$ cat src/dio_regs.vh
`ifndef DIO_REGS_VH
`define DIO_REGS_VH

// Bus geometry: byte address is four times the register index.
`define DIO_ADDR_W          8
`define DIO_IDX_LSB         2
`define DIO_IDX_MSB         5
`define DIO_IDX_LAST        4'hb

// Register indices; the byte address is the index times four.
`define DIO_IDX_GROUP0_FIRST_BYTE_PORT   4'h0
`define DIO_IDX_GROUP0_DIRECTION_CONFIG  4'h3
`define DIO_IDX_GROUP1_DIRECTION_CONFIG  4'h7
`define DIO_IDX_GROUP2_DIRECTION_CONFIG  4'hb

// Port selector inside a group (low two index bits).
`define DIO_SEL_FIRST       2'h0
`define DIO_SEL_SECOND      2'h1
`define DIO_SEL_SPLIT       2'h2
`define DIO_SEL_CONFIG      2'h3

// Configuration word fields, 1 selects input.
`define DIO_CFG_FIRST_BIT   4
`define DIO_CFG_HIGH_BIT    3
`define DIO_CFG_SECOND_BIT  1
`define DIO_CFG_LOW_BIT     0

// Force switch positions inside one group's switch nibble.
`define DIO_SW_FIRST        0
`define DIO_SW_SECOND       1
`define DIO_SW_LOW          2
`define DIO_SW_HIGH         3

// Default levels and directions.
`define DIO_DFLT_SOFT_BYTE  8'hff
`define DIO_DFLT_SOFT_NIB   4'hf
`define DIO_DFLT_FORCED_NIB 4'h0
`define DIO_DFLT_FORCED_BYTE 8'h00
`define DIO_DIR_INPUT       1'b1

// Cycles spent applying defaults, longer than the synchroniser delay.
`define DIO_INIT_CYCLES     3'h5

// Response codes.
`define DIO_RESP_OKAY       2'h0
`define DIO_RESP_DECERR     2'h3

`endif

$ cat src/dio_sync.v
`timescale 1ns/100ps
// Three-stage synchroniser; a bit changes once stages two and three agree.
module dio_sync
#(
    parameter W = 1
)
(
    input  wire         sys_clk,
    input  wire         nrst,
    input  wire [W-1:0] async_in,
    output reg  [W-1:0] stable
);

    reg [W-1:0] stage1;
    reg [W-1:0] stage2;
    reg [W-1:0] stage3;

    // Stage one feeds stage two only, so a metastable value never spreads.
    always @(posedge sys_clk or negedge nrst)
    begin
        if (!nrst)
        begin
            stage1 <= {W{1'b0}};
            stage2 <= {W{1'b0}};
            stage3 <= {W{1'b0}};
            stable <= {W{1'b0}};
        end
        else
        begin
            stage1 <= async_in;
            stage2 <= stage1;
            stage3 <= stage2;
            stable <= (stage3 & ~(stage2 ^ stage3))
                      | (stable & (stage2 ^ stage3));
        end
    end

endmodule // dio_sync

$ cat src/dio_group.v
`timescale 1ns/100ps
`include "dio_regs.vh"
// One mode-0 group: two byte ports and a split port of two nibbles.
module dio_group
(
    input  wire        sys_clk,
    input  wire        nrst,
    input  wire        load_dflt,
    input  wire        wr_en,
    input  wire [1:0]  wr_sel,
    input  wire [7:0]  wr_data,
    input  wire [3:0]  force_sw,
    input  wire [23:0] pin_in,
    output wire [23:0] rd_bytes,
    output reg  [23:0] pin_out,
    output reg  [23:0] pin_oe
);

    reg [7:0] first_out;
    reg [7:0] second_out;
    reg [7:0] split_out;
    reg       dir_first;
    reg       dir_second;
    reg       dir_low;
    reg       dir_high;
    wire      drv_first;
    wire      drv_second;
    wire      drv_low;
    wire      drv_high;

    // A switch forces output whatever the stored direction bit says.
    assign drv_first  = force_sw[`DIO_SW_FIRST]  | ~dir_first;
    assign drv_second = force_sw[`DIO_SW_SECOND] | ~dir_second;
    assign drv_low    = force_sw[`DIO_SW_LOW]    | ~dir_low;
    assign drv_high   = force_sw[`DIO_SW_HIGH]   | ~dir_high;

    // Outputs read back their driven value, inputs the sampled pins.
    assign rd_bytes[7:0]   = drv_first  ? first_out       : pin_in[7:0];
    assign rd_bytes[15:8]  = drv_second ? second_out      : pin_in[15:8];
    assign rd_bytes[19:16] = drv_low    ? split_out[3:0]  : pin_in[19:16];
    assign rd_bytes[23:20] = drv_high   ? split_out[7:4]  : pin_in[23:20];

    // Latches and directions; defaults win, otherwise software writes.
    always @(posedge sys_clk or negedge nrst)
    begin
        if (!nrst)
        begin
            first_out  <= `DIO_DFLT_FORCED_BYTE;
            second_out <= `DIO_DFLT_FORCED_BYTE;
            split_out  <= `DIO_DFLT_FORCED_BYTE;
            dir_first  <= `DIO_DIR_INPUT;
            dir_second <= `DIO_DIR_INPUT;
            dir_low    <= `DIO_DIR_INPUT;
            dir_high   <= `DIO_DIR_INPUT;
        end
        else if (load_dflt)
        begin
            first_out  <= force_sw[`DIO_SW_FIRST] ?
                          `DIO_DFLT_FORCED_BYTE : `DIO_DFLT_SOFT_BYTE;
            second_out <= force_sw[`DIO_SW_SECOND] ?
                          `DIO_DFLT_FORCED_BYTE : `DIO_DFLT_SOFT_BYTE;
            split_out  <= {force_sw[`DIO_SW_HIGH] ?
                           `DIO_DFLT_FORCED_NIB : `DIO_DFLT_SOFT_NIB,
                           force_sw[`DIO_SW_LOW] ?
                           `DIO_DFLT_FORCED_NIB : `DIO_DFLT_SOFT_NIB};
            dir_first  <= `DIO_DIR_INPUT;
            dir_second <= `DIO_DIR_INPUT;
            dir_low    <= `DIO_DIR_INPUT;
            dir_high   <= `DIO_DIR_INPUT;
        end
        else if (wr_en)
        begin
            case (wr_sel)
                `DIO_SEL_FIRST:  first_out  <= wr_data;
                `DIO_SEL_SECOND: second_out <= wr_data;
                `DIO_SEL_SPLIT:  split_out  <= wr_data;
                default:
                begin
                    dir_first  <= wr_data[`DIO_CFG_FIRST_BIT];
                    dir_high   <= wr_data[`DIO_CFG_HIGH_BIT];
                    dir_second <= wr_data[`DIO_CFG_SECOND_BIT];
                    dir_low    <= wr_data[`DIO_CFG_LOW_BIT];
                end
            endcase
        end
    end

    // Pin drivers are registered so the top sees them straight from flops.
    always @(posedge sys_clk or negedge nrst)
    begin
        if (!nrst)
        begin
            pin_out <= 24'h000000;
            pin_oe  <= 24'h000000;
        end
        else
        begin
            pin_out <= {split_out, second_out, first_out};
            pin_oe  <= {{4{drv_high}}, {4{drv_low}},
                        {8{drv_second}}, {8{drv_first}}};
        end
    end

endmodule // dio_group

$ cat src/dio_top.v
// The implementer's own choice: the AXI4-Lite slave port.
`timescale 1ns/100ps
`include "dio_regs.vh"
// How it works
// [RULE1] Nine byte ports, 72 lines, in three alike groups, plain mode 0.
// [RULE2] Each split port is two nibbles with separate direction bits.
// [RULE3] Reading an output port returns the value being driven.
// [RULE4] Config bit 4 first, 3 high, 1 second, 0 low; 1 is input.
// [RULE5] Group config words sit at indices 3, 7 and 11.
// [RULE6] An active force switch makes its port an output.
// [RULE7] A forced port ignores its config direction bit.
// [RULE8] A port turned to output drives its latch at once; here the enable follows one cycle after the config write lands.
// [RULE9] Software should load safe data before switching a port to output.
// [RULE10] Power-up or unretained reset: software ports input, level high.
// [RULE11] Power-up or unretained reset: forced ports drive low.
// [RULE12] Retained hot reset keeps every direction and output value.
// [RULE13] Retention covers forced ports and software ports alike.
// [RULE14] Power loss clears retained state; power-up applies defaults.
// [RULE15] Data writes latch output values; input reads return pin levels.
// [RULE16] Retention strap and hot reset inputs are apart from power reset.
module dio_top
(
    input  wire                  sys_clk,
    input  wire                  nrst,
    input  wire                  hot_reset_n,
    input  wire                  retention_strap,
    input  wire [3:0]            group0_force_switches,
    input  wire [3:0]            group1_force_switches,
    input  wire [3:0]            group2_force_switches,
    input  wire [71:0]           io_in,
    output wire [71:0]           io_out,
    output wire [71:0]           io_oe,
    input  wire [`DIO_ADDR_W-1:0] s_axi_awaddr,
    input  wire                  s_axi_awvalid,
    output reg                   s_axi_awready,
    input  wire [31:0]           s_axi_wdata,
    input  wire [3:0]            s_axi_wstrb,
    input  wire                  s_axi_wvalid,
    output reg                   s_axi_wready,
    output reg  [1:0]            s_axi_bresp,
    output reg                   s_axi_bvalid,
    input  wire                  s_axi_bready,
    input  wire [`DIO_ADDR_W-1:0] s_axi_araddr,
    input  wire                  s_axi_arvalid,
    output reg                   s_axi_arready,
    output reg  [31:0]           s_axi_rdata,
    output reg  [1:0]            s_axi_rresp,
    output reg                   s_axi_rvalid,
    input  wire                  s_axi_rready
);

    ////////////////////////////////////////////////////////////////////////
    // Declarations.

    localparam [2:0] ST_INIT = 3'b001;
    localparam [2:0] ST_RUN  = 3'b010;
    localparam [2:0] ST_HOLD = 3'b100;

    reg  [2:0]             state;
    reg  [2:0]             next_state;
    reg  [2:0]             init_cnt;
    reg  [2:0]             next_init_cnt;
    reg  [`DIO_ADDR_W-1:0] wr_addr;
    reg  [7:0]             wr_byte;
    reg                    wr_lane0;
    reg  [7:0]             rd_byte;
    reg                    rd_ok;
    wire [85:0]            sync_raw;
    wire [85:0]            sync_out;
    wire [71:0]            pins;
    wire [11:0]            force_all;
    wire                   strap_on;
    wire                   hot_req;
    wire                   load_dflt;
    wire [71:0]            rd_all;
    wire                   wr_fire;
    wire [3:0]             wr_idx;
    wire                   wr_mapped;
    wire [3:0]             rd_idx;
    wire                   rd_mapped;
    wire [2:0]             grp_wr_en;

    ////////////////////////////////////////////////////////////////////////
    // Every pin-side input is synchronised in one bank of three stages.

    assign sync_raw = {~hot_reset_n, retention_strap,
                       group2_force_switches, group1_force_switches,
                       group0_force_switches, io_in};

    dio_sync
    #(
        .W (86)
    )
    u_sync
    (
        .sys_clk  (sys_clk),
        .nrst     (nrst),
        .async_in (sync_raw),
        .stable   (sync_out)
    );

    // Split the synchronised bank back into its meanings.
    assign pins      = sync_out[71:0];
    assign force_all = sync_out[83:72];
    assign strap_on  = sync_out[84];
    assign hot_req   = sync_out[85];                 // see [RULE16]

    ////////////////////////////////////////////////////////////////////////
    // Reset sequencer.
    // The power reset nrst always lands in INIT, so nothing survives a
    // power loss. A hot reset lands in HOLD when the strap is fitted,
    // which freezes every port, and in INIT otherwise. INIT lasts long
    // enough for the switch levels to pass the synchroniser, because the
    // forced-low defaults depend on them.

    assign load_dflt = state[0];                      // see [RULE14]

    always @*
    begin
        next_state    = state;
        next_init_cnt = init_cnt;
        case (state)
            ST_INIT:
            begin
                if (init_cnt != `DIO_INIT_CYCLES)
                begin
                    next_init_cnt = init_cnt + 3'h1;
                end
                else if (!hot_req)
                begin
                    next_state = ST_RUN;
                end
            end
            ST_RUN:
            begin
                if (hot_req && strap_on)
                begin
                    next_state = ST_HOLD;             // see [RULE12]
                end
                else if (hot_req)
                begin
                    next_state    = ST_INIT;          // see [RULE10]
                    next_init_cnt = 3'h0;
                end
            end
            ST_HOLD:
            begin
                // Latches and directions stay put, forced ports included.
                if (!hot_req)
                begin
                    next_state = ST_RUN;              // see [RULE13]
                end
            end
            default:
            begin
                next_state    = ST_INIT;
                next_init_cnt = 3'h0;
            end
        endcase
    end

    // State and counter registers.
    always @(posedge sys_clk or negedge nrst)
    begin
        if (!nrst)
        begin
            state    <= ST_INIT;
            init_cnt <= 3'h0;
        end
        else
        begin
            state    <= next_state;
            init_cnt <= next_init_cnt;
        end
    end

    ////////////////////////////////////////////////////////////////////////
    // Write channel.
    // Address and data are each taken once and held until the response is
    // handed over; the write itself waits for the run state, so a write
    // that arrives during a reset phase is stalled, not lost.

    assign wr_fire   = ~s_axi_awready & ~s_axi_wready & ~s_axi_bvalid
                       & state[1];
    assign wr_idx    = wr_addr[`DIO_IDX_MSB:`DIO_IDX_LSB];
    assign wr_mapped = (wr_addr[`DIO_ADDR_W-1:`DIO_IDX_MSB+1] == 2'h0)
                       && (wr_idx <= `DIO_IDX_LAST);

    // Address handshake.
    always @(posedge sys_clk or negedge nrst)
    begin
        if (!nrst)
        begin
            s_axi_awready <= 1'b1;
            wr_addr       <= {`DIO_ADDR_W{1'b0}};
        end
        else if (s_axi_awready && s_axi_awvalid)
        begin
            s_axi_awready <= 1'b0;
            wr_addr       <= s_axi_awaddr;
        end
        else if (s_axi_bvalid && s_axi_bready)
        begin
            s_axi_awready <= 1'b1;
        end
    end

    // Data handshake; only byte lane 0 carries register bits.
    always @(posedge sys_clk or negedge nrst)
    begin
        if (!nrst)
        begin
            s_axi_wready <= 1'b1;
            wr_byte      <= 8'h00;
            wr_lane0     <= 1'b0;
        end
        else if (s_axi_wready && s_axi_wvalid)
        begin
            s_axi_wready <= 1'b0;
            wr_byte      <= s_axi_wdata[7:0];
            wr_lane0     <= s_axi_wstrb[0];
        end
        else if (s_axi_bvalid && s_axi_bready)
        begin
            s_axi_wready <= 1'b1;
        end
    end

    // Response; an index outside 0 to 11 gets a decode error.
    always @(posedge sys_clk or negedge nrst)
    begin
        if (!nrst)
        begin
            s_axi_bvalid <= 1'b0;
            s_axi_bresp  <= `DIO_RESP_OKAY;
        end
        else if (wr_fire)
        begin
            s_axi_bvalid <= 1'b1;
            s_axi_bresp  <= wr_mapped ? `DIO_RESP_OKAY : `DIO_RESP_DECERR;
        end
        else if (s_axi_bvalid && s_axi_bready)
        begin
            s_axi_bvalid <= 1'b0;
        end
    end

    // Group strobes: index bits 3:2 pick the group, bits 1:0 the port.
    // A write with lane 0 disabled is answered but changes nothing.
    assign grp_wr_en[0] = wr_fire & wr_mapped & wr_lane0
                          & (wr_idx[3:2] == 2'h0);    // see [RULE5]
    assign grp_wr_en[1] = wr_fire & wr_mapped & wr_lane0
                          & (wr_idx[3:2] == 2'h1);
    assign grp_wr_en[2] = wr_fire & wr_mapped & wr_lane0
                          & (wr_idx[3:2] == 2'h2);

    ////////////////////////////////////////////////////////////////////////
    // Port groups.
    // Each group keeps its own latches and directions; the pin_out and
    // pin_oe outputs of these instances are the registered pin drivers. Since the enables
    // follow the direction one cycle later, a port switched to output
    // shows its latched value one cycle after the config write lands.

    genvar g;
    generate
        for (g = 0; g < 3; g = g + 1)
        begin : g_group
            dio_group u_group                         // see [RULE1]
            (
                .sys_clk   (sys_clk),
                .nrst      (nrst),
                .load_dflt (load_dflt),               // see [RULE11]
                .wr_en     (grp_wr_en[g]),            // see [RULE15]
                .wr_sel    (wr_idx[1:0]),             // see [RULE4]
                .wr_data   (wr_byte),
                .force_sw  (force_all[g*4 +: 4]),     // see [RULE6]
                .pin_in    (pins[g*24 +: 24]),
                .rd_bytes  (rd_all[g*24 +: 24]),      // see [RULE3]
                .pin_out   (io_out[g*24 +: 24]),      // see [RULE8]
                .pin_oe    (io_oe[g*24 +: 24])        // see [RULE7]
            );
        end
    endgenerate

    ////////////////////////////////////////////////////////////////////////
    // Read channel.
    // A read is answered in the cycle after it is taken, in any state.
    // The config words are write only and read back as zero; nibble
    // halves of a split port each follow their own direction.

    assign rd_idx    = s_axi_araddr[`DIO_IDX_MSB:`DIO_IDX_LSB];
    assign rd_mapped = (s_axi_araddr[`DIO_ADDR_W-1:`DIO_IDX_MSB+1] == 2'h0)
                       && (rd_idx <= `DIO_IDX_LAST);

    // Read data selection.
    always @*
    begin
        rd_byte = 8'h00;
        rd_ok   = rd_mapped;
        case (rd_idx[1:0])
            `DIO_SEL_FIRST:  rd_byte = rd_all[rd_idx[3:2]*24 +: 8];
            `DIO_SEL_SECOND: rd_byte = rd_all[rd_idx[3:2]*24 + 8 +: 8];
            `DIO_SEL_SPLIT:  rd_byte = rd_all[rd_idx[3:2]*24 + 16 +: 8];
            default:         rd_byte = 8'h00;
        endcase
        if (!rd_mapped)
        begin
            rd_byte = 8'h00;
        end
    end

    // Read handshake and data register.
    always @(posedge sys_clk or negedge nrst)
    begin
        if (!nrst)
        begin
            s_axi_arready <= 1'b1;
            s_axi_rvalid  <= 1'b0;
            s_axi_rdata   <= 32'h00000000;
            s_axi_rresp   <= `DIO_RESP_OKAY;
        end
        else if (s_axi_arready && s_axi_arvalid)
        begin
            s_axi_arready <= 1'b0;
            s_axi_rvalid  <= 1'b1;
            s_axi_rdata   <= {24'h000000, rd_byte};   // see [RULE2]
            s_axi_rresp   <= rd_ok ? `DIO_RESP_OKAY : `DIO_RESP_DECERR;
        end
        else if (s_axi_rvalid && s_axi_rready)
        begin
            s_axi_arready <= 1'b1;
            s_axi_rvalid  <= 1'b0;
        end
    end

endmodule // dio_top

$ cat config.mk
export PLATFORM = sky130hd
export DESIGN_NAME = dio_top
export DESIGN_NICKNAME = d
export VERILOG_FILES = /design/src/dio_sync.v /design/src/dio_group.v /design/src/dio_top.v
export VERILOG_INCLUDE_DIRS = /design/src /design/src/src
export SDC_FILE = /design/constraint.sdc
export NUM_CORES = 1
export LEC_CHECK = 0
export ABC_AREA = 1
export BUFFER_PORTS_ARGS = -buffer_cell sky130_fd_sc_hd__buf_2
export CORE_ASPECT_RATIO = 1.75
export CORE_UTILIZATION = 60
export DETAILED_ROUTE_END_ITERATION = 8
export PLACE_DENSITY = 0.92
export SETUP_SLACK_MARGIN = 0.02
export SLEW_MARGIN = 30
export SYNTH_ARGS = -nofsm -noshare
export SYNTH_HDL_FRONTEND = slang
export SYNTH_SLANG_ARGS = --single-unit
export TNS_END_PERCENT = 5
$ cat constraint.sdc
create_clock -name sys_clk -period 2.3 [get_ports sys_clk]
set_input_delay 0.46 -clock sys_clk [delete_from_list [all_inputs] [get_ports sys_clk]]
set_output_delay 0.46 -clock sys_clk [all_outputs]
set_load 0.005 [all_outputs]
Yosys cells after proc, flatten, opt, wreduce, memory -nomap -nowiden
Cells that the tools add are included.

Muxes and demuxes: 95. Equality and inequality tests: 16. Reduce and logical (&&, ||, !) cells: 38. Multiply operators: 1. Shift-type cells: 3. Bitwise operators: 42. Order comparisons: 2. Add/subtract/negate cells: 3.

Operators by type and width (number): two-way mux 8 bit (34); bitwise AND 86 bit (2); indexed part select 72 x 9 -> 8 bit (2); NOT 86 bit (1); OR 86 bit (1); bitwise XOR 86 bit (1); indexed part select 72 x 8 -> 8 bit (1); two-way mux 4 bit (12); two-way mux 1 bit (37); AND reduction 2 bit (13); case mux 8 bit (3 select lines) (1); two-way mux 3 bit (7); nonzero test 2 bit (10); case mux 3 bit (3 select lines) (2); NOT 1 bit (17); OR 1 bit (12); logical NOT 2 bit (5); adder 7 x 4 -> 8 bit, second input constant (1); adder 7 x 5 -> 8 bit, second input constant (1); bitwise AND 1 bit (8); less-or-equal comparator 4 bit, second input constant (2); logical AND 1 bit (8); == test 2 x 1 -> 1 bit, second input constant (3); == test 2 bit, second input constant (3); other kinds (12) (16).

Register bits after elaboration: 603. Output and inout port bits: 185.

Depth between registers and ports, before layout
Gate-level depths: netlist (run 1).

Depth after elaboration: 9. Gate-level depth with buffers: 10. Mapped depth without buffers: 10.

Modules after synthesis
Synthesis (run 1) repeated with hierarchy kept, for this count alone.

Cells, all modules: 1927. Area, all modules: 20334.5 um^2.

By module, submodules not included: dio_sync (cells an instance 688, area an instance 10007.1 um^2, times used 1); dio_group (cells an instance 299, area an instance 2606.2 um^2, times used 3); dio_top (cells an instance 342, area an instance 2508.7 um^2, times used 1).

Least setup slack after synthesis (run 1)
OpenSTA, ideal clock, no wires.

Kind: input port to flip-flop. From: input port s_axi_araddr[2]. To: register s_axi_rdata[2]. Setup slack: 0.628 ns. Library setup time: 0.117 ns. Stages: 9. Data arrival time: 1.555 ns. Path buffers: 1. Cells stage by stage: inv_1 > ha_1 > inv_1 > clkbuf_1 > nand3_1 > nand3_1 > nand3_1 > nand2_1 > nand2_1.

Cells in the longest elaborated chain, start to end: 3. Elaborated cells between the ends (all ways): 7. Classes of those cells: order compare (1); eq/ne (2); mux (2); reduce/logical (2).

Ends and longest elaborated chain: from (decl) (line dio_top.v:43) `` input wire [`DIO_ADDR_W-1:0] s_axi_araddr, ``; less-or-equal comparator 4 bit (no source line) (tied with other cells); logical AND 1 bit or case mux 8 bit (3 select lines) (tied branches) (line dio_top.v:292, dio_top.v:300); two-way mux 8 bit (*) (line dio_top.v:306) `if (!rd_mapped)`; to (signal assigned) (line dio_top.v:326) `s_axi_rdata <= {24'h000000, rd_byte};`; to (decl) (line dio_top.v:46) `output reg [31:0] s_axi_rdata,`.

Mark *: on every way between the ends. The rest lies on a longest branch, timed or not. A chain may end at the register's enable or synchronous reset.

==> results of run 1 <==
-- synthesized netlist by cell type (all sizes together) --
| cell | n |
|---|---|
| nor3 | 2 |
| nand2 | 443 |
| o211ai | 2 |
| nand4 | 1 |
| clkinv | 6 |
| dfstp | 16 |
| o21ai | 33 |
| xor2 | 1 |
| a21oi | 35 |
| maj3 | 86 |
| inv | 87 |
| nor2 | 15 |
| conb | 1 |
| nand3b | 14 |
| nand3 | 205 |
| and2 | 1 |
| dfrtp | 532 |
| mux2 | 7 |
| ha | 5 |
| buf | 106 |
| o31ai | 1 |
| o22ai | 1 |
| clkbuf | 17 |
-- layout by cell type (no fill, tap or decap), types with 2 or more instances in the layout --
master	n
clkinv_1	6
nand2_4	3
dfstp_2	16
buf_2	273
clkbuf_8	6
a21oi_1	35
nand2_2	4
nand3b_1	14
mux2_2	7
o21ai_4	4
clkinv_2	6
clkinvlp_4	6
dlygate4sd3_1	63
buf_12	11
clkbuf_1	6
o21ai_2	3
clkbuf_16	47
buf_4	18
bufinv_16	6
conb_1	24
dfrtp_1	532
o211ai_1	2
maj3_1	86
inv_1	86
o21ai_0	26
nor2_1	14
nand3_1	204
ha_1	5
nand2_1	436
-- worst max path at each step --
stage               slack (ps)            start                                to
floorplan                  630  s_axi_araddr[2]                    s_axi_rdata[2]
global placement           300  s_axi_araddr[3]                    s_axi_rdata[3]
detailed placement         260  s_axi_araddr[3]                    s_axi_rdata[3]
CTS                        240       wr_addr[2]  g_group[2].u_group.second_out[0]
global route               110       wr_addr[4]   g_group[0].u_group.split_out[3]
finish                     150             flop                    s_axi_rdata[5]
-- cell families (layout without fill, tap and decap cells) --
family                   Yosys count  in the layout
XOR/XNOR                           1              1
AND/OR/NAND/NOR                  681            681
buffers and inverters            216            539
multiplexers                       7              7
adder cells (fa/ha/maj)           91             91
other                              1             24
flip-flops                       548            548
AO/OA/AOI/OAI                     72             72
-- where the power goes --
part           internal [mW]  switching [mW]  total [mW]
Clock                   4.63            3.46        8.08
Sequential              11.8            1.71        13.5
Combinational           2.51            4.27        6.78
-- per-layer routing --
layer  wire, µm  part of all wire (%)
met1      16390                    35
met2      24040                    51
met3       3488                   7.4
met4       2993                   6.4
met5         23                 0.049
-- metrics by stage --
stage          hold slack [ps]  instances
2_1_floorplan            164.4       1640
3_5_place_dp             334.7       2216
5_1_grt                0.08327       2359
6_report                 11.23       2359
3_3_place_gp             331.3       2216
4_1_cts                 0.1303       2357
-- cell type report --
cell class | count | area [µm²] | area share [%]
inverters | 93 | 349.1 | 1.520
clock inverters | 21 | 284.0 | 1.237
repair buffers | 366 | 2367 | 10.31
flip-flops and latches | 548 | 13730 | 59.81
well taps | 396 | 495.5 | 2.158
multi-input cells | 876 | 4451 | 19.38
clock buffers | 59 | 1281 | 5.580
-- timing repair --
| action | in CTS | in global routing |
|---|---|---|
| buffers inserted | 0 | 0 |
| endpoints found under the hold margin | 107 | 2 |
| hold buffers | 61 | 2 |
-- worst reg2reg max path, delay by kind of cell (launching register included) --
family          cells  cell delay (ps)
simple gates        4              620
compound gates      3              830
buf+inv             1              250
flops               1              360
==> run_results.csv, run 1 <==
group,metric,value,unit
finish,drive_gt1_share,21.29,%
logic_synthesis,synth_top_family_by_area,"simple AND/OR/NAND/NOR gates",
pwr,powerDensity,1236,mW/mm²
setup_path,crit_family,"compound AO/OA/AOI/OAI gates",
grt,antenna_found_initial,3,
logic_synthesis,synth.largest_area_cell,"dfrtp_1",
grt,busiest_layer,"met2",
clocking,cts_max_path_buffers,3,
pwr,power_leakage,11.51,nW
place,place_area,0.02076,mm²
outcome,outcome,"completed",
sta,maxSlewViolCount,0,
logic_synthesis,synth-seq-cells,548,
logic_synthesis,yosysWarnings,0,
floorplan,coreArea,0.03153,mm²
setup_path,setup.worst_path.class,"reg -> reg",
setup_path,crit_top_cell,"nand2_1",
logic_synthesis,synth.distinct_cells,34,
logic_synthesis,synthDominantCellAreaShare,69.02,%
grt,grt.total_usage,29.65,%
finish,stdcell_area,0.02296,mm²
clocking,cts_htree_levels,2,
drt,vias,13080,
finish,n_antenna_cell,0,
drt,ant_nets,0,
job,drv_cap,0,
hold_path,hold_path.class,"in -> reg",
grt,grt_overflow,0,
place,post-place-ws,261.8,ps
setup_path,critPathLaunchType,"flop",
drt,drtIter0Drc,1088,
finish,fin_nets,2080,
sta,finalSetupTns,0,ps
pwr,vdd_drop_max,1.014,mV
floorplan,ios,330,
drt,routed_wirelength,46940,µm
finish,final_util,72.83,%
sta,min_period_over_period,93.31,%
sta,fmax,466.0,MHz
sta,setup_viol,0,
setup_path,ff2ff_setup_slack,150,ps
setup_path,r2r_end,"s_axi_rdata[5]",
sta,max_slew_margin,51.74,%
clocking,cts_root_buffer,"clkbuf_16",
logic_synthesis,syn_avg_cell_area,11.93,µm²
setup_path,cp_data_arrival_time,2640,ps
clocking,tritoncts,"done",
hold_path,worstHoldPathCells,1,
setup_path,crit_cells,8,
floorplan,floorplan.initialDensity,61.18,%
grt,grt_pass1_wl,72390,µm
hold_path,hold_end,"u_sync.stage1[69]",
logic_synthesis,yosys-mux-area-fraction,0.4087,%
logic_synthesis,synthXorXnorAreaFrac,0.04541,%
setup_path,path_buf_inv,1,
logic_synthesis,synthCells,1617,
setup_path,slowest_stage,"o21ai_0",
pwr,power,28.38,mW
sta,hold_viol_final,0,
hold_path,hp-start,"io_in[69]",
clocking,clk_pin_slew,70,ps
setup_path,crit_fanout,10,
sta,period_minus_slack,2146,ps
sta,fin_ws,153.9,ps
logic_synthesis,synth_compound_area_share,2.167,%
finish,nFillCells,1963,
floorplan,die_width,137.5,µm
sta,clock_skew,21.07,ps
sta,rsz0062_at_grt,"false",
drt,drc_errors,0,
setup_path,critPathCaptureType,"flop",
setup_path,worstPathCellList,"clkinv_1 > nand2_1 > o21ai_0 > o21ai_0 > nand2_1 > a21oi_1 > nand2_1 > nand2_1",
clocking,ctsResizeCount,0,
logic_synthesis,synth_area,0.01929,mm²
logic_synthesis,ys_top_cells_by_area,"dfrtp_1 (69%), nand2_1 (8.5%), nand3_1 (5.3%)",
grt,grt_util_met1,34.39,%
logic_synthesis,ys_seq_area_share,71.20,%
place,gp_congestion,0.9157,
logic_synthesis,synthAdderAreaFrac,4.787,%
place,portBuffers,274,
floorplan,dieHeight,239.2,µm
grt,grt_util_met3,6.011,%
sta,worst_slew_pin_slew,721.2,ps
drt,routedWlPerCell,19.90,µm
clocking,clock_sinks,548,
grt,grt_pass1_vias,13490,
drt,drt_first_pass_iters,5,
setup_path,required,2790,ps
setup_path,critical-path-max-stage-delay,510,ps
grt,grt_max_degree,63,
grt,grt_use_met2,50.01,%
floorplan,fp.dieArea,0.03290,mm²
floorplan,rows,86,
drt,via_per_inst,5.546,
finish,area_growth,19.04,%
logic_synthesis,synthSimpleGateAreaFrac,15.16,%
clocking,cts-buffers-inserted,45,
setup_path,r2r_cells,8,
place,dpl.hpwl,30800,µm
clocking,clock_latency,570,ps
(Power assumes the default switching activity.)
==> run 2: changes to the inputs <==
--- a/config.mk
+++ b/config.mk
@@ -6,10 +6,9 @@
 export SDC_FILE = /design/constraint.sdc
 export NUM_CORES = 1
 export LEC_CHECK = 0
-export ABC_AREA = 1
 export BUFFER_PORTS_ARGS = -buffer_cell sky130_fd_sc_hd__buf_2
 export CORE_ASPECT_RATIO = 1.75
-export CORE_UTILIZATION = 60
+export CORE_UTILIZATION = 59
 export DETAILED_ROUTE_END_ITERATION = 8
 export PLACE_DENSITY = 0.92
 export SETUP_SLACK_MARGIN = 0.02
==> run 2 against run 1 <==
Against the previous run:
- design area fell by 2.1%
- worst hold slack improved by 3.4 ps
- worst setup slack got worse by 74 ps
- combinational power fell by 35%
- non-clock buffer count rose by 15
- clock-buffer cell count rose by 7
- critical path depth fell by 3
==> run_results.csv, run 2 <==
group,metric,value,unit
logic_synthesis,syn_avg_cell_area,15.04,µm²
sta,hold_viol_final,0,
logic_synthesis,synth_edf_count,0,
finish,finalNonFillerCells,2003,
finish,multi_input_area,0.004161,mm²
hold_path,hold_path.class,"in -> reg",
job,drv_cap,0,
logic_synthesis,synth.distinct_cells,46,
pwr,vdd_drop_max,1.078,mV
drt,drtIter0Drc,816,
setup_path,critPathLaunchType,"flop",
logic_synthesis,synth-seq-cells,548,
floorplan,coreArea,0.03131,mm²
clocking,clock_latency,570,ps
logic_synthesis,yosysMostFrequentCell,"dfrtp_1",
setup_path,required,2750,ps
floorplan,fp.dieArea,0.03248,mm²
place,gp_congestion,0.8573,
setup_path,crit_fanout,16,
clocking,clk_pin_slew,70,ps
setup_path,slowest_stage,"or4b_4",
sta,fmax,450.4,MHz
sta,period_minus_slack,2220,ps
sta,setup_viol,0,
pwr,power_leakage,10.42,nW
clocking,cts_max_path_buffers,3,
place,place_area,0.02033,mm²
floorplan,rows,86,
logic_synthesis,ys_top_cells_by_area,"dfrtp_1 (71%), maj3_1 (4.6%), buf_4 (3.5%)",
logic_synthesis,synth.largest_area_cell,"dfrtp_1",
finish,drive_gt1_share,30.12,%
sta,maxSlewViolCount,0,
setup_path,critical-path-max-stage-delay,610,ps
drt,drc_errors,0,
finish,final_util,71.82,%
place,dpl.hpwl,29800,µm
clocking,cts-buffers-inserted,45,
finish,regArea,0.01373,mm²
logic_synthesis,yosysWarnings,0,
drt,routedWlPerCell,21.84,µm
grt,antenna_found_initial,0,
pwr,powerDensity,1123,mW/mm²
grt,grt_pass1_wl,67040,µm
logic_synthesis,ys_seq_area_share,73.34,%
logic_synthesis,synth.top_cells.by_count,"dfrtp_1 (532), nand2_1 (109), buf_4 (88)",
place,portBuffers,274,
sta,min_period_over_period,96.54,%
clocking,tritoncts,"done",
finish,area_growth,20.10,%
finish,final_cell_mix,"dfrtp_1 (532), buf_2 (273), nand2_1 (109)",
logic_synthesis,synthDominantCellAreaShare,71.09,%
clocking,cts_root_buffer,"clkbuf_16",
setup_path,cp_data_arrival_time,2670,ps
clocking,clock_sinks,548,
grt,grt_max_degree,82,
logic_synthesis,synthCells,1245,
setup_path,critPathCaptureType,"flop",
floorplan,dieHeight,237.7,µm
finish,stdcell_area,0.02249,mm²
logic_synthesis,synthArstFlopShare,100.0,%
setup_path,worstPathCellList,"or4b_4 > nor4_4 > a21oi_1 > buf_4 > o31ai_1",
place,place_inst,1861,
grt,grt_pass1_vias,11860,
grt,grt_overflow,0,
grt,grt.total_usage,28.23,%
drt,routed_wirelength,43750,µm
drt,drt_first_pass_iters,5,
finish,layout_commonest_cell,"dfrtp_1",
sta,worst_slew_pin_slew,801.3,ps
floorplan,ios,330,
sta,clock_skew,29.38,ps
finish,fin_nets,1721,
floorplan,floorplan.initialDensity,59.80,%
setup_path,setup.worst_path.class,"reg -> reg",
clocking,cts_htree_levels,2,
drt,vias,11180,
drt,via_per_inst,5.580,
logic_synthesis,synth_area,0.01873,mm²
floorplan,die_width,136.7,µm
logic_synthesis,synth_flop_cell,"dfrtp_1",
outcome,outcome,"completed",
sta,max_slew_margin,46.52,%
finish,n_antenna_cell,0,
drt,ant_nets,0,
finish,nFillCells,1828,
## run 2: changes by cell type in the layout (fill, tap and decap cells not counted), sizes merged, moves of 20 or more
cell,change
buf,+20
inv,-59
mux2,+43
mux2i,+61
nand2,-334
nand3,-204
o31ai,+23
## run 2: final cells by class
cell class                 count  area share [%]
sequential                   548           61.07
multi-input combinational    566           18.50
timing repair buffer         381           10.86
clock buffer                  66           6.070
tap                          396           2.203
clock inverter                17          0.8123
inverter                      29          0.4840
## run 2: layer usage
metal  vias up  global-route usage, %  wire length [µm]
met5         -                      0                 0
met4         0                  19.90              3268
met3       165                  4.180              2621
met2       545                  47.02             22520
met1      5667                  33.31             15340
li1       4800                      -                 -
## run 2: power breakdown
part	switching (mW)	internal, mW
Clock	3.45	4.39
Combinational	2.36	2.04
Sequential	1.51	11.5
## run 2: cells by family after synthesis
kind of cell    share of synthesized area [%]
flops                                   73.34
compound gates                          6.288
simple gates                            4.103
buf+inv                                 5.051
mux                                     6.268
fa+ha+maj                               4.931
other cells                           0.02003
## run 2: critical path: cells and delay by family (launching register included)
family	cells	cell delay (ps)
simple gates	2	950
compound gates	2	490
flops	1	430
buf+inv	1	230
## run 2: metrics by stage
step | hold WS (ps) | power, mW | setup TNS (ps) | setup slack [ps]
finish | 14.63 | 25.26 | 0 | 79.62
global route | 0.8147 | 26.26 | -16.27 | -16.27
CTS | 0.6709 | 25.29 | 0 | 11.21
detailed placement | 334.7 | 17.34 | 0 | 63.27
global placement | 333.4 | 16.98 | 0 | 148.2
floorplan | 164.4 | 15.04 | 0 | 282.9
## run 2: final timing paths
check	from	end	slack, ps	cells past startpoint
max in group asynchronous	nrst	s_axi_wready	1060	4
setup / recovery	s_axi_bvalid	g_group[2].u_group.second_out[6]	80	5
hold / removal	io_in[9]	u_sync.stage1[9]	10	1
min in group asynchronous	nrst	u_sync.stage2[10]	390	2
hold reg to reg	u_sync.stage1[38]	u_sync.stage2[38]	330	0
setup reg to reg	s_axi_bvalid	g_group[2].u_group.second_out[6]	80	5
## run 2: timing repair
item / in CTS / in global routing
setup buffers: 0 / 1
pin swaps: 1 / 2
hold endpoints to repair: 84 / 1
resized for setup: 0 / 3
endpoints found under the setup margin: 2 / 7
hold buffers: 57 / 1
